--- src/core/order_guard_cfg.svh ---
// constants of the write/read order guard: offsets, fields, resets
// assumes: included by the package and the design files by bare name
`ifndef ORDER_GUARD_CFG_SVH
`define ORDER_GUARD_CFG_SVH

// ---------------------------------------------
// register offsets (16-bit word addresses)
// ---------------------------------------------
`define REG_ADDR_W       12
`define OFS_DEV_CFG      12'h0880
`define OFS_CHIP_ID      12'h0882
`define OFS_REGION_START 12'h0884
`define OFS_REGION_SIZE  12'h0885

// ---------------------------------------------
// fields and reset values
// ---------------------------------------------
`define CFG_ENABLE_BIT   19
`define CFG_FIXED_ONES   32'h0007_0040
`define RST_ENABLE       1'b1
`define RST_REGION_START 16'h0100
`define RST_REGION_SIZE  16'h00FF
`define PART_LO          15
`define REV_LO           16
`define MEM_ADDR_W       22
`define GRAIN_BITS       6

`endif

--- src/core/order_guard_pkg.sv ---
// types of the write/read order guard
// assumes: order_guard_cfg.svh on the include path
`include "order_guard_cfg.svh"

package order_guard_pkg;

   typedef enum logic [0:0] {
      ST_FREE = 1'b0,
      ST_HELD = 1'b1
   } guard_state_t;

   typedef logic [`MEM_ADDR_W-1:0] mem_addr_t;

   // read request bundle from the core
   typedef struct packed {
      logic      req;
      mem_addr_t addr;
   } rd_req_t;

   // write tracking bundle from the core
   typedef struct packed {
      logic      issue;
      mem_addr_t addr;
      logic      done;
   } wr_track_t;

   typedef struct packed {
      guard_state_t fsm;
      logic         pending;
      mem_addr_t    pend_addr;
      logic [15:0]  start;
      logic [15:0]  size;
      logic         enable;
      logic [31:0]  rdata;
      logic         rd_ack;
      logic         mem_rd;
      mem_addr_t    mem_rd_addr;
      logic         stall;
      logic         wr_ready;
   } guard_regs_t;

endpackage

--- src/core/region_match.sv ---
// address-in-region compare of the order guard
// assumes: purely combinational, used inside the guard core
`timescale 1ns/1ps
`default_nettype none
`include "order_guard_cfg.svh"

module region_match (
   // address and region
   input  wire logic [`MEM_ADDR_W-1:0] addr_in,
   input  wire logic [15:0]            start_in,
   input  wire logic [15:0]            size_in,
   // result
   output logic                        hit_out
);

   // ---------------------------------------------
   // masked compare on 64-word blocks
   // ---------------------------------------------
   always_comb begin
      hit_out = ((addr_in[`MEM_ADDR_W-1:`GRAIN_BITS] & ~size_in) ==
                 (start_in & ~size_in));
   end

endmodule
`default_nettype wire

--- src/core/write_read_order_guard.sv ---
// write/read order guard with chip identification registers
// assumes: one write outstanding at a time, core honours wr_ready_out
//
// Behaviour
// - identification register low half reads the part number code
// - identification register high half reads the silicon revision
// - with guard on, read after write both in region stalls until write done
// - with guard off, a read to another address may pass a pending write
// - a read to the same address as a pending write always waits
// - region start is 16-bit read/write, address bits 21:6, resets 0x0100
// - region size is low-order ones mask of 64-word blocks, resets 0x00FF
// - reset values cover addresses 0x4000 up to 0x7FFF
// - configuration bit 19 enables the guard, resets to one
//
// The implementer's own choice: strobed register access.
`timescale 1ns/1ps
`default_nettype none
`include "order_guard_cfg.svh"

module write_read_order_guard #(
   parameter logic [15:0] PART_CODE = 16'h00A5, // arbitrary value
   parameter logic [15:0] REV_CODE  = 16'h0010  // arbitrary value
) (
   // clock and reset
   input  wire logic                    clk_sys_in,
   input  wire logic                    sys_rst_in,
   // register port
   input  wire logic [`REG_ADDR_W-1:0]  reg_addr_in,
   input  wire logic [31:0]             reg_wdata_in,
   input  wire logic                    reg_wr_in,
   input  wire logic                    reg_rd_in,
   output logic      [31:0]             reg_rdata_out,
   // core memory bus
   input  wire order_guard_pkg::rd_req_t   rd_in,
   input  wire order_guard_pkg::wr_track_t wr_in,
   output logic                         rd_ack_out,
   output logic                         rd_stall_out,
   output logic                         wr_ready_out,
   output logic                         mem_rd_out,
   output order_guard_pkg::mem_addr_t   mem_rd_addr_out,
   output logic                         guard_en_out
);
   import order_guard_pkg::*;

   guard_regs_t st_r;
   guard_regs_t st_nxt;

   mem_addr_t   wr_addr_eff;
   logic        wr_pend_eff;
   logic        hit_rd;
   logic        hit_wr;
   logic        hazard;

   // ---------------------------------------------
   // region compares
   // ---------------------------------------------
   region_match u_hit_rd (
      .addr_in  (rd_in.addr),
      .start_in (st_r.start),
      .size_in  (st_r.size),
      .hit_out  (hit_rd)
   );

   region_match u_hit_wr (
      .addr_in  (wr_addr_eff),
      .start_in (st_r.start),
      .size_in  (st_r.size),
      .hit_out  (hit_wr)
   );

   // ---------------------------------------------
   // hazard decision
   // ---------------------------------------------
   // a write issued this very cycle is older in program order than the read
   always_comb begin
      wr_pend_eff = st_r.pending | wr_in.issue;
      wr_addr_eff = wr_in.issue ? wr_in.addr : st_r.pend_addr;
      hazard      = 1'b0;
      if (wr_pend_eff && (rd_in.addr == wr_addr_eff)) begin
         hazard = 1'b1;
      end
      else if (wr_pend_eff && st_r.enable && hit_rd && hit_wr) begin
         hazard = 1'b1;
      end
      // guard off and no address match: read is free to pass
   end

   // ---------------------------------------------
   // next state
   // ---------------------------------------------
   always_comb begin
      st_nxt        = st_r;
      st_nxt.rdata  = 32'h0000_0000;
      st_nxt.rd_ack = 1'b0;
      st_nxt.mem_rd = 1'b0;

      // write tracking, a new issue wins over a completion
      st_nxt.pending = wr_in.issue | (st_r.pending & ~wr_in.done);
      if (wr_in.issue) begin
         st_nxt.pend_addr = wr_in.addr;
      end
      st_nxt.wr_ready = ~st_nxt.pending;

      // read arbitration; ack guard stops a second take of one request
      case (st_r.fsm)
         ST_FREE,
         ST_HELD: begin
            if (rd_in.req && !st_r.rd_ack) begin
               if (hazard) begin
                  st_nxt.fsm   = ST_HELD;
                  st_nxt.stall = 1'b1;
               end
               else begin
                  st_nxt.fsm         = ST_FREE;
                  st_nxt.stall       = 1'b0;
                  st_nxt.rd_ack      = 1'b1;
                  st_nxt.mem_rd      = 1'b1;
                  st_nxt.mem_rd_addr = rd_in.addr;
               end
            end
            else begin
               st_nxt.fsm   = ST_FREE;
               st_nxt.stall = 1'b0;
            end
         end
         default: begin
            st_nxt.fsm   = ST_FREE;
            st_nxt.stall = 1'b0;
         end
      endcase

      // register writes
      if (reg_wr_in) begin
         case (reg_addr_in)
            `OFS_DEV_CFG:      st_nxt.enable = reg_wdata_in[`CFG_ENABLE_BIT];
            `OFS_REGION_START: st_nxt.start  = reg_wdata_in[15:0];
            `OFS_REGION_SIZE:  st_nxt.size   = reg_wdata_in[15:0];
            default: ;
         endcase
      end

      // register reads, data stand one cycle only; unmapped reads zero
      if (reg_rd_in) begin
         case (reg_addr_in)
            `OFS_DEV_CFG: begin
               st_nxt.rdata = `CFG_FIXED_ONES;
               st_nxt.rdata[`CFG_ENABLE_BIT] = st_r.enable;
            end
            `OFS_CHIP_ID:      st_nxt.rdata = {REV_CODE, PART_CODE};
            `OFS_REGION_START: st_nxt.rdata = {16'h0000, st_r.start};
            `OFS_REGION_SIZE:  st_nxt.rdata = {16'h0000, st_r.size};
            default:           st_nxt.rdata = 32'h0000_0000;
         endcase
      end
   end

   // ---------------------------------------------
   // state register
   // ---------------------------------------------
   // reset region covers 0x4000..0x7FFF; start alignment is software's job
   always_ff @(posedge clk_sys_in) begin
      if (sys_rst_in) begin
         st_r             <= '0;
         st_r.fsm         <= ST_FREE;
         st_r.start       <= `RST_REGION_START;
         st_r.size        <= `RST_REGION_SIZE;
         st_r.enable      <= `RST_ENABLE;
         st_r.wr_ready    <= 1'b1;
      end
      else begin
         st_r <= st_nxt;
      end
   end

   // ---------------------------------------------
   // outputs, all straight from flops
   // ---------------------------------------------
   always_comb begin
      reg_rdata_out   = st_r.rdata;
      rd_ack_out      = st_r.rd_ack;
      rd_stall_out    = st_r.stall;
      wr_ready_out    = st_r.wr_ready;
      mem_rd_out      = st_r.mem_rd;
      mem_rd_addr_out = st_r.mem_rd_addr;
      guard_en_out    = st_r.enable;
   end

   // reset-region probes for fixed addresses
   logic probe_lo;
   logic probe_hi;
   logic probe_out;
   always_comb begin
      probe_lo  = ((16'h0100 & ~st_r.size) == (st_r.start & ~st_r.size));
      probe_hi  = ((16'h01FF & ~st_r.size) == (st_r.start & ~st_r.size));
      probe_out = ((16'h0200 & ~st_r.size) == (st_r.start & ~st_r.size));
   end
endmodule
`default_nettype wire
--- config.mk ---
export PLATFORM = sky130hd
export DESIGN_NAME = write_read_order_guard
export DESIGN_NICKNAME = d
export VERILOG_FILES = /design/src/core/order_guard_pkg.sv /design/src/core/region_match.sv /design/src/core/write_read_order_guard.sv
export VERILOG_INCLUDE_DIRS = /design/src /design/src/core
export SDC_FILE = /design/constraint.sdc
export NUM_CORES = 1
export LEC_CHECK = 0
export BUFFER_PORTS_ARGS = -buffer_cell sky130_fd_sc_hd__buf_2
export CORE_MARGIN = 3
export CORE_UTILIZATION = 52
export DETAILED_ROUTE_END_ITERATION = 7
export PLACE_DENSITY_LB_ADDON = 0.3
export SYNTH_ARGS = -nofsm -noshare
export SYNTH_HDL_FRONTEND = slang
export SYNTH_HIERARCHICAL = 1
export SYNTH_SLANG_ARGS = --single-unit
--- constraint.sdc ---
create_clock -name clk_sys_in -period 3.7 [get_ports clk_sys_in]
set_input_delay 0.555 -clock clk_sys_in [delete_from_list [all_inputs] [get_ports clk_sys_in]]
set_output_delay 0.555 -clock clk_sys_in [all_outputs]
set_load 0.1 [all_outputs]
# Word level (Yosys, flattened, before mapping)
# Cells that the tools add are included.
[totals]
in_bits = 95
reg_bits = 114
output_inout_bits = 59
[classes]
n_reduce_logical = 12
bitwise = 12
mux = 6
eq_ne = 7
[op_table]
columns = ["cell", "n"]
rows = [
  ["$pmux 21 s4", 1],
  ["$and 16x16->16", 3],
  ["$eq 12x12->1 const B", 4],
  ["$eq 16x16->1", 2],
  ["$mux 24", 1],
  ["$eq 22x22->1", 1],
  ["$mux 22", 1],
  ["$not 16->16", 1],
  ["$reduce_and 2->1", 4],
  ["$logic_and 1x1->1", 5],
  ["$not 1->1", 5],
  ["$reduce_or 2->1", 2],
  ["$mux 1", 3],
  ["$or 1x1->1", 2],
  ["$and 1x1->1", 1],
  ["$logic_not 1->1", 1],
]

# Logic depth before layout (Yosys ltp)
# Gate-level depths: netlist of run 1.
[logic_depth]
depth_word = 9
depth_mapped = 12
mapped_depth_nobuf = 9

# Cells and area by module
# Netlist of run 1, hierarchy kept.
[by_module_without_submodules]
columns = ["module", "n_inst", "seq_area_each_um2", "cells_each", "area_each_um2"]
rows = [
  ["write_read_order_guard", 1, 2001.9, 493, 4571.9],
  ["region_match", 2, 0.0, 27, 209.0],
]

# Worst setup path after synthesis of run 1
# Ideal clock, no wire load.
[synth_path]
kind = "input-to-reg"
start = "input wr_in[23] (netlist bit)"
end = "register st_r, in the netlist mem_rd_addr_out[10]"
path_stages = 12
setup_slack_ps = 860
arrival_ps = 2720
required_time_ps = 3580
n_path_buf = 3
cell_sequence = "buf_6 buf_2 mux2i_1 inv_1 xnor2_1 o22ai_1 or4_1 nor2_1 o2111a_1 nor4b_2 buf_6 mux2i_1"
[synth_lines]
columns = ["element", "line_no", "rtl"]
rows = [
  ["start, declared", "write_read_order_guard.sv:35", "input wire order_guard_pkg::wr_track_t wr_in,"],
  ["end signal, assigned", "write_read_order_guard.sv:171", "st_r <= st_nxt;"],
  ["end, declared", "write_read_order_guard.sv:45", "guard_regs_t st_r;"],
]

==> flow_summary.ini, run 1 <==
[floorplan]
ios = 154
std_cell_rows = 35
dieWidth_um = 104
die_area_sq_um = 10800
die_y_um = 104
start_util_pct = 53.8
coreArea_sq_um = 9240

[finish]
nFillCells = 850
diodes = 0
area_delta_synth_final_pct = 11.5
drive_above_1_share_pct = 25.2
nets = 710
fin_util_pct = 59.9

[sta]
skew_ns = 0.0143
fin_crit_ns = 3.09
drv_slew = 0
rsz0062_at_grt = no
min_period_over_period_pct = 83.4
tightest_slew_ns = 0.906
fmax_mhz = 324
setup_tns_ns = 0
final_hold_viol_count = 0
slew_headroom_pct = 39.6
setup_viol = 0

[logic_synthesis]
postSynthAreaPerCell_sq_um = 9.18
yosysWarnings = 6
syn_inst = 541
syn-cell-area_sq_um = 4970

[global_routing]
grt_max_degree = 103
grt_pass1_vias = 3732
grt.total_usage_pct = 20.6
antenna_found_initial = 1
grt-ovfl-total = 0
grt_pass1_wl_mm = 18.1

[worst_hold_path]
min_from = reg_wdata_in[19]
min_path_type = in2reg

[clock_network]
cts_hold_buf = 0
worst_skew_pair.late_latency_ns = 0.36
numCtsBuffers = 9
cts_buffer_depth = 2
clock-root-buffer = clkbuf_8
clkSinkCount = 100
path_clk_slew_ns = 0.10
tritoncts = built
postCtsSetupRepairBufs = 0
cts-htree-levels = 3
ctsResizeCount = 0

[power_and_ir_drop]
ir_worst_vdd_mv = 0.245
internal_power_mw = 1.63
clockPowerShare_pct = 33.0
combPwrFrac_pct = 19.1
power_leakage_nw = 2.53
p_switching_mw = 0.713
power_density_nw_per_um2 = 422
seqPwrFrac_pct = 47.9
swShare_pct = 30.5

[worst_setup_path]
worstReg2RegStart = st_r[108]
crit_start = wr_in[23]
cp.arrival_ns = 3.32
critPathMaxStageDelay_ns = 0.57
crit_top_cell = mux2i_1
cpMaxStageDelayCell = buf_2
start_kind = primary input
path_class = in2reg
cp.required_ns = 3.93
cp_cell_sequence = buf_2, mux2i_1, inv_1, xnor2_1, o22ai_1, or4_1, nor2_1, o2111a_1, nor4b_4, buf_4, mux2i_1
end_kind = flop
cp_max_fo = 28

[placed_design]
post-dp-hpwl_mm = 8.23
io_buffers = 127
gp_congestion = 0.812

[run]
drv_cap = 0

[route]
ant_nets = 0
wl_per_cell_um = 14.8
drt_wl_total_mm = 11.1
drtIter0Drc = 176
dr.pass1.iters = 4
vias = 3752
drcViolationCount = 0
viasPerCell = 5.01

[run_status]
status = complete, no violations
-- cell usage in the layout (no fill, tap or decap), drive strengths merged, types with 2 or more instances in the layout --
| master | instances |
|---|---|
| buf | 132 |
| dfxtp | 100 |
| mux2i | 63 |
| nor2 | 50 |
| nand2b | 46 |
| xnor2 | 40 |
| nand2 | 34 |
| inv | 21 |
| a21oi | 20 |
| o22ai | 16 |
| xor2 | 13 |
| conb | 11 |
| clkbuf | 9 |
| and3 | 8 |
| a211o | 8 |
| nor2b | 5 |
| nor4 | 5 |
| nand4 | 4 |
| mux2 | 4 |
| or4 | 4 |
| nor3 | 3 |
| and4b | 2 |
| nand3b | 2 |
| a31oi | 2 |
| bufinv | 2 |
| clkinv | 2 |
| nor4b | 2 |
-- through the flow --
step	hold slack, ns	std cells	cell area [sq um]	power, mW	setup WS (ns)
after floorplan	0.449	551	5000	1.52	0.860
after global placement	0.456	733	5320	1.59	0.280
after detailed placement	0.457	733	5320	1.59	0.259
after CTS	0.397	749	5540	2.36	0.637
after global routing	0.404	749	5540	2.44	0.419
final	0.404	749	5540	2.34	0.614
-- routing by layer --
metal / global-route usage [%] / vias up / routed length (um)
met4: 6.17 / 2 / 168
met3: 4.55 / 14 / 622
met5: 0 / - / 7
li1: - / 1880 / -
met1: 26.5 / 1752 / 4950
met2: 34.5 / 104 / 5350
-- final timing paths --
| kind | to | slack (ns) | cells after the start |
|---|---|---|---|
| setup / recovery | mem_rd_addr_out[14] | 0.61 | 11 |
| setup reg to reg | mem_rd_addr_out[14] | 1.21 | 10 |
| hold / removal | guard_en_out | 0.40 | 3 |
| hold reg to reg | mem_rd_addr_out[2] | 0.48 | 2 |
-- state kept, by name, summed over array words and instances, names as in the netlist --
signal	flops
reg_rdata_out	19
guard_en_out	1
st_r	55
wr_ready_out	1
rd_ack_out	1
rd_stall_out	1
mem_rd_addr_out	22
-- layout make-up --
cell class / count / area, sq um / area share, %
inverters: 19 / 71.3 / 1.29
clock inverters: 7 / 97.6 / 1.76
repair buffers: 132 / 673 / 12.2
clock buffers: 9 / 124 / 2.24
flip-flops and latches: 100 / 2000 / 36.1
multi-input cells: 353 / 2410 / 43.5
well taps: 129 / 161 / 2.91
-- critical path: cells and delay by family --
kind            cells  cell delay [ns]
xor+xnor            1             0.19
simple gates        3             0.71
mux                 2             0.54
compound gates      2             0.37
buf+inv             3             0.92
-- power groups by stage --
stage	Clock, mW	Sequential (mW)	Combinational, mW
global placement	0	1.14	0.441
detailed placement	0	1.15	0.446
global route	0.843	1.13	0.476
finish	0.771	1.12	0.446
floorplan	0	1.15	0.364
CTS	0.787	1.12	0.448
(Power assumes the default switching activity.)
==> run 2, diff against run 1 <==
--- a/config.mk
+++ b/config.mk
@@ -8,7 +8,7 @@
 export LEC_CHECK = 0
 export BUFFER_PORTS_ARGS = -buffer_cell sky130_fd_sc_hd__buf_2
 export CORE_MARGIN = 3
-export CORE_UTILIZATION = 52
+export CORE_UTILIZATION = 47
 export DETAILED_ROUTE_END_ITERATION = 7
 export PLACE_DENSITY_LB_ADDON = 0.3
 export SYNTH_ARGS = -nofsm -noshare
==> constraint.sdc (replaced) <==
create_clock -name clk_sys_in -period 2.5 [get_ports clk_sys_in]
set_input_delay 0.375 -clock clk_sys_in [delete_from_list [all_inputs] [get_ports clk_sys_in]]
set_output_delay 0.375 -clock clk_sys_in [all_outputs]
set_load 0.1 [all_outputs]
==> run 2 against run 1 <==
Sequential share of layout area decreased by 1.9 points. Clock skew about the same. Wire length up 6.7%. Final cell count grew 3.7%. Via count rose by 2.2%. Critical path depth shrank 1. Combinational power grew 61%. Core utilization shrank 1.7 points. Clock power grew 63%. Worst hold slack worse by 0.18 ns. Critical path type is now reg2reg.
==> flow_summary.ini, run 2 (synthesis results as in run 1) <==
[run_status]
status = complete, no violations

[sta]
slew_headroom_pct = 40.1
final_hold_viol_count = 0
fin_ws_ns = 0.143
fmax_mhz = 424
fin_crit_ns = 2.36
drv_slew = 0
rsz0062_at_grt = no
min_period_over_period_pct = 94.3
setup_viol = 0
tightest_slew_ns = 0.898
skew_ns = 0.0142

[floorplan]
std_cell_rows = 36
start_util_pct = 49.5
dieWidth_um = 109
ios = 154
die_area_sq_um = 11800
coreArea_sq_um = 10000
die_y_um = 109

[route]
wl_per_cell_um = 15.2
drcViolationCount = 0
vias = 3836
ant_nets = 0
viasPerCell = 4.94
drt_wl_total_mm = 11.8
drtIter0Drc = 146
dr.pass1.iters = 5

[placed_design]
io_buffers = 127
post-dp-hpwl_mm = 8.98
place_ws_ns = -0.227
gp_congestion = 0.804

[worst_hold_path]
min_path_type = in2reg
min_from = reg_wdata_in[19]
hold_path_end = guard_en_out
holdPathStages = 3

[worst_setup_path]
r2r-end = mem_rd_addr_out[6]
start_kind = flop
cp_max_fo = 17
end_kind = flop
cp_cell_sequence = inv_1, o21ai_0, xnor2_1, o22ai_1, or4_1, nor2_1, o2111a_2, nor4b_4, buf_12, mux2i_1
cp.arrival_ns = 2.61
critPathBufInv = 2
reg2reg_slack_ns = 0.14
cp_top_family = simple AND/OR/NAND/NOR gates
cpMaxStageDelayCell = or4_1
cp.required_ns = 2.75
worstReg2RegStart = st_r[108]
r2r_cells = 10
crit_cells = 10
critPathMaxStageDelay_ns = 0.52
path_class = reg2reg

[finish]
ff_latch_area_sq_um = 2000
nets = 734
largest_register = st_r
final_cell_mix = 127 x buf_2, 100 x dfxtp_1, 55 x mux2i_1
multiInputGateArea_sq_um = 2480
area_delta_synth_final_pct = 17.7
final_common_cell = buf_2
nFillCells = 927
diodes = 0
drive_above_1_share_pct = 29.0
largest_reg_flops = 55

[power_and_ir_drop]
power_density_nw_per_um2 = 623
power_leakage_nw = 2.65
ir_worst_vdd_mv = 0.277
power.total_mw = 3.64

[clock_network]
clock-root-buffer = clkbuf_8
path_clk_slew_ns = 0.10
tritoncts = built
cts_buffer_depth = 2
clkSinkCount = 100
postCtsSetupRepairBufs = 0
numCtsBuffers = 9
cts-htree-levels = 3
worst_skew_pair.late_latency_ns = 0.37
cts_hold_buf = 0

[global_routing]
grt.total_usage_pct = 20.6
grt-ovfl-total = 0
grt_pass1_wl_mm = 19.0
grt_pass1_vias = 3921
grt_max_degree = 103
antenna_found_initial = 0

[run]
drv_cap = 0
## run 2: repair_timing
action,CTS,global route
hold endpoints to repair,0,0
gates resized for setup,0,2
setup endpoints to repair,0,5
## run 2: routing by layer
| metal | up-vias | track usage, % | share of wire [%] |
|---|---|---|---|
| met1 | 1793 | 25.7 | 44 |
| li1 | 1927 | - | - |
| met3 | 12 | 4.74 | 5.7 |
| met5 | - | 0 | 0 |
| met2 | 104 | 35.1 | 49 |
| met4 | 0 | 6.76 | 1.4 |
## run 2: worst register-to-register path: stages, from the launching register on
cell	delay (ns)
dfxtp_1	0.37
inv_1	0.04
o21ai_0	0.29
xnor2_1	0.17
o22ai_1	0.11
or4_1	0.52
nor2_1	0.12
o2111a_2	0.25
nor4b_4	0.07
buf_12	0.17
mux2i_1	0.14
## run 2: final cells by class
class,count,share of cell area [%]
multi-input combinational,353,42.4
sequential,100,34.2
timing repair buffer,156,15.0
tap,133,2.85
clock buffer,11,2.42
clock inverter,5,1.84
inverter,19,1.22
## run 2: how the worst max path moves through the flow
stage | startpoint | to | slack, ns
after floorplan | wr_in[23] | mem_rd_addr_out[10] | 0.003
after global placement | wr_in[23] | mem_rd_addr_out[8] | -0.17
after detailed placement | wr_in[23] | mem_rd_addr_out[12] | -0.23
after CTS | st_r[108] | mem_rd_addr_out[12] | 0.13
after global routing | wr_in[23] | mem_rd_addr_out[6] | 0.04
final | st_r[108] | mem_rd_addr_out[6] | 0.14
## run 2: through the flow
| step | util [%] | cell area, sq um | hold WS [ns] | TNS, ns | instances |
|---|---|---|---|---|---|
| final | 58.2 | 5850 | 0.222 | 0 | 777 |
| after global routing | 58.2 | 5850 | 0.207 | 0 | 777 |
| after CTS | 58.2 | 5840 | 0.211 | 0 | 777 |
| after detailed placement | 55.7 | 5590 | 0.461 | -4.77 | 761 |
| after global placement | 55.7 | 5590 | 0.455 | -3.88 | 761 |
| after floorplan | - | 5120 | 0.449 | 0 | 551 |
## run 2: power by group
part	switching, mW	internal [mW]	total, mW
logic	0.481	0.237	0.718
clock network	0.565	0.698	1.26
registers	0.0232	1.64	1.66
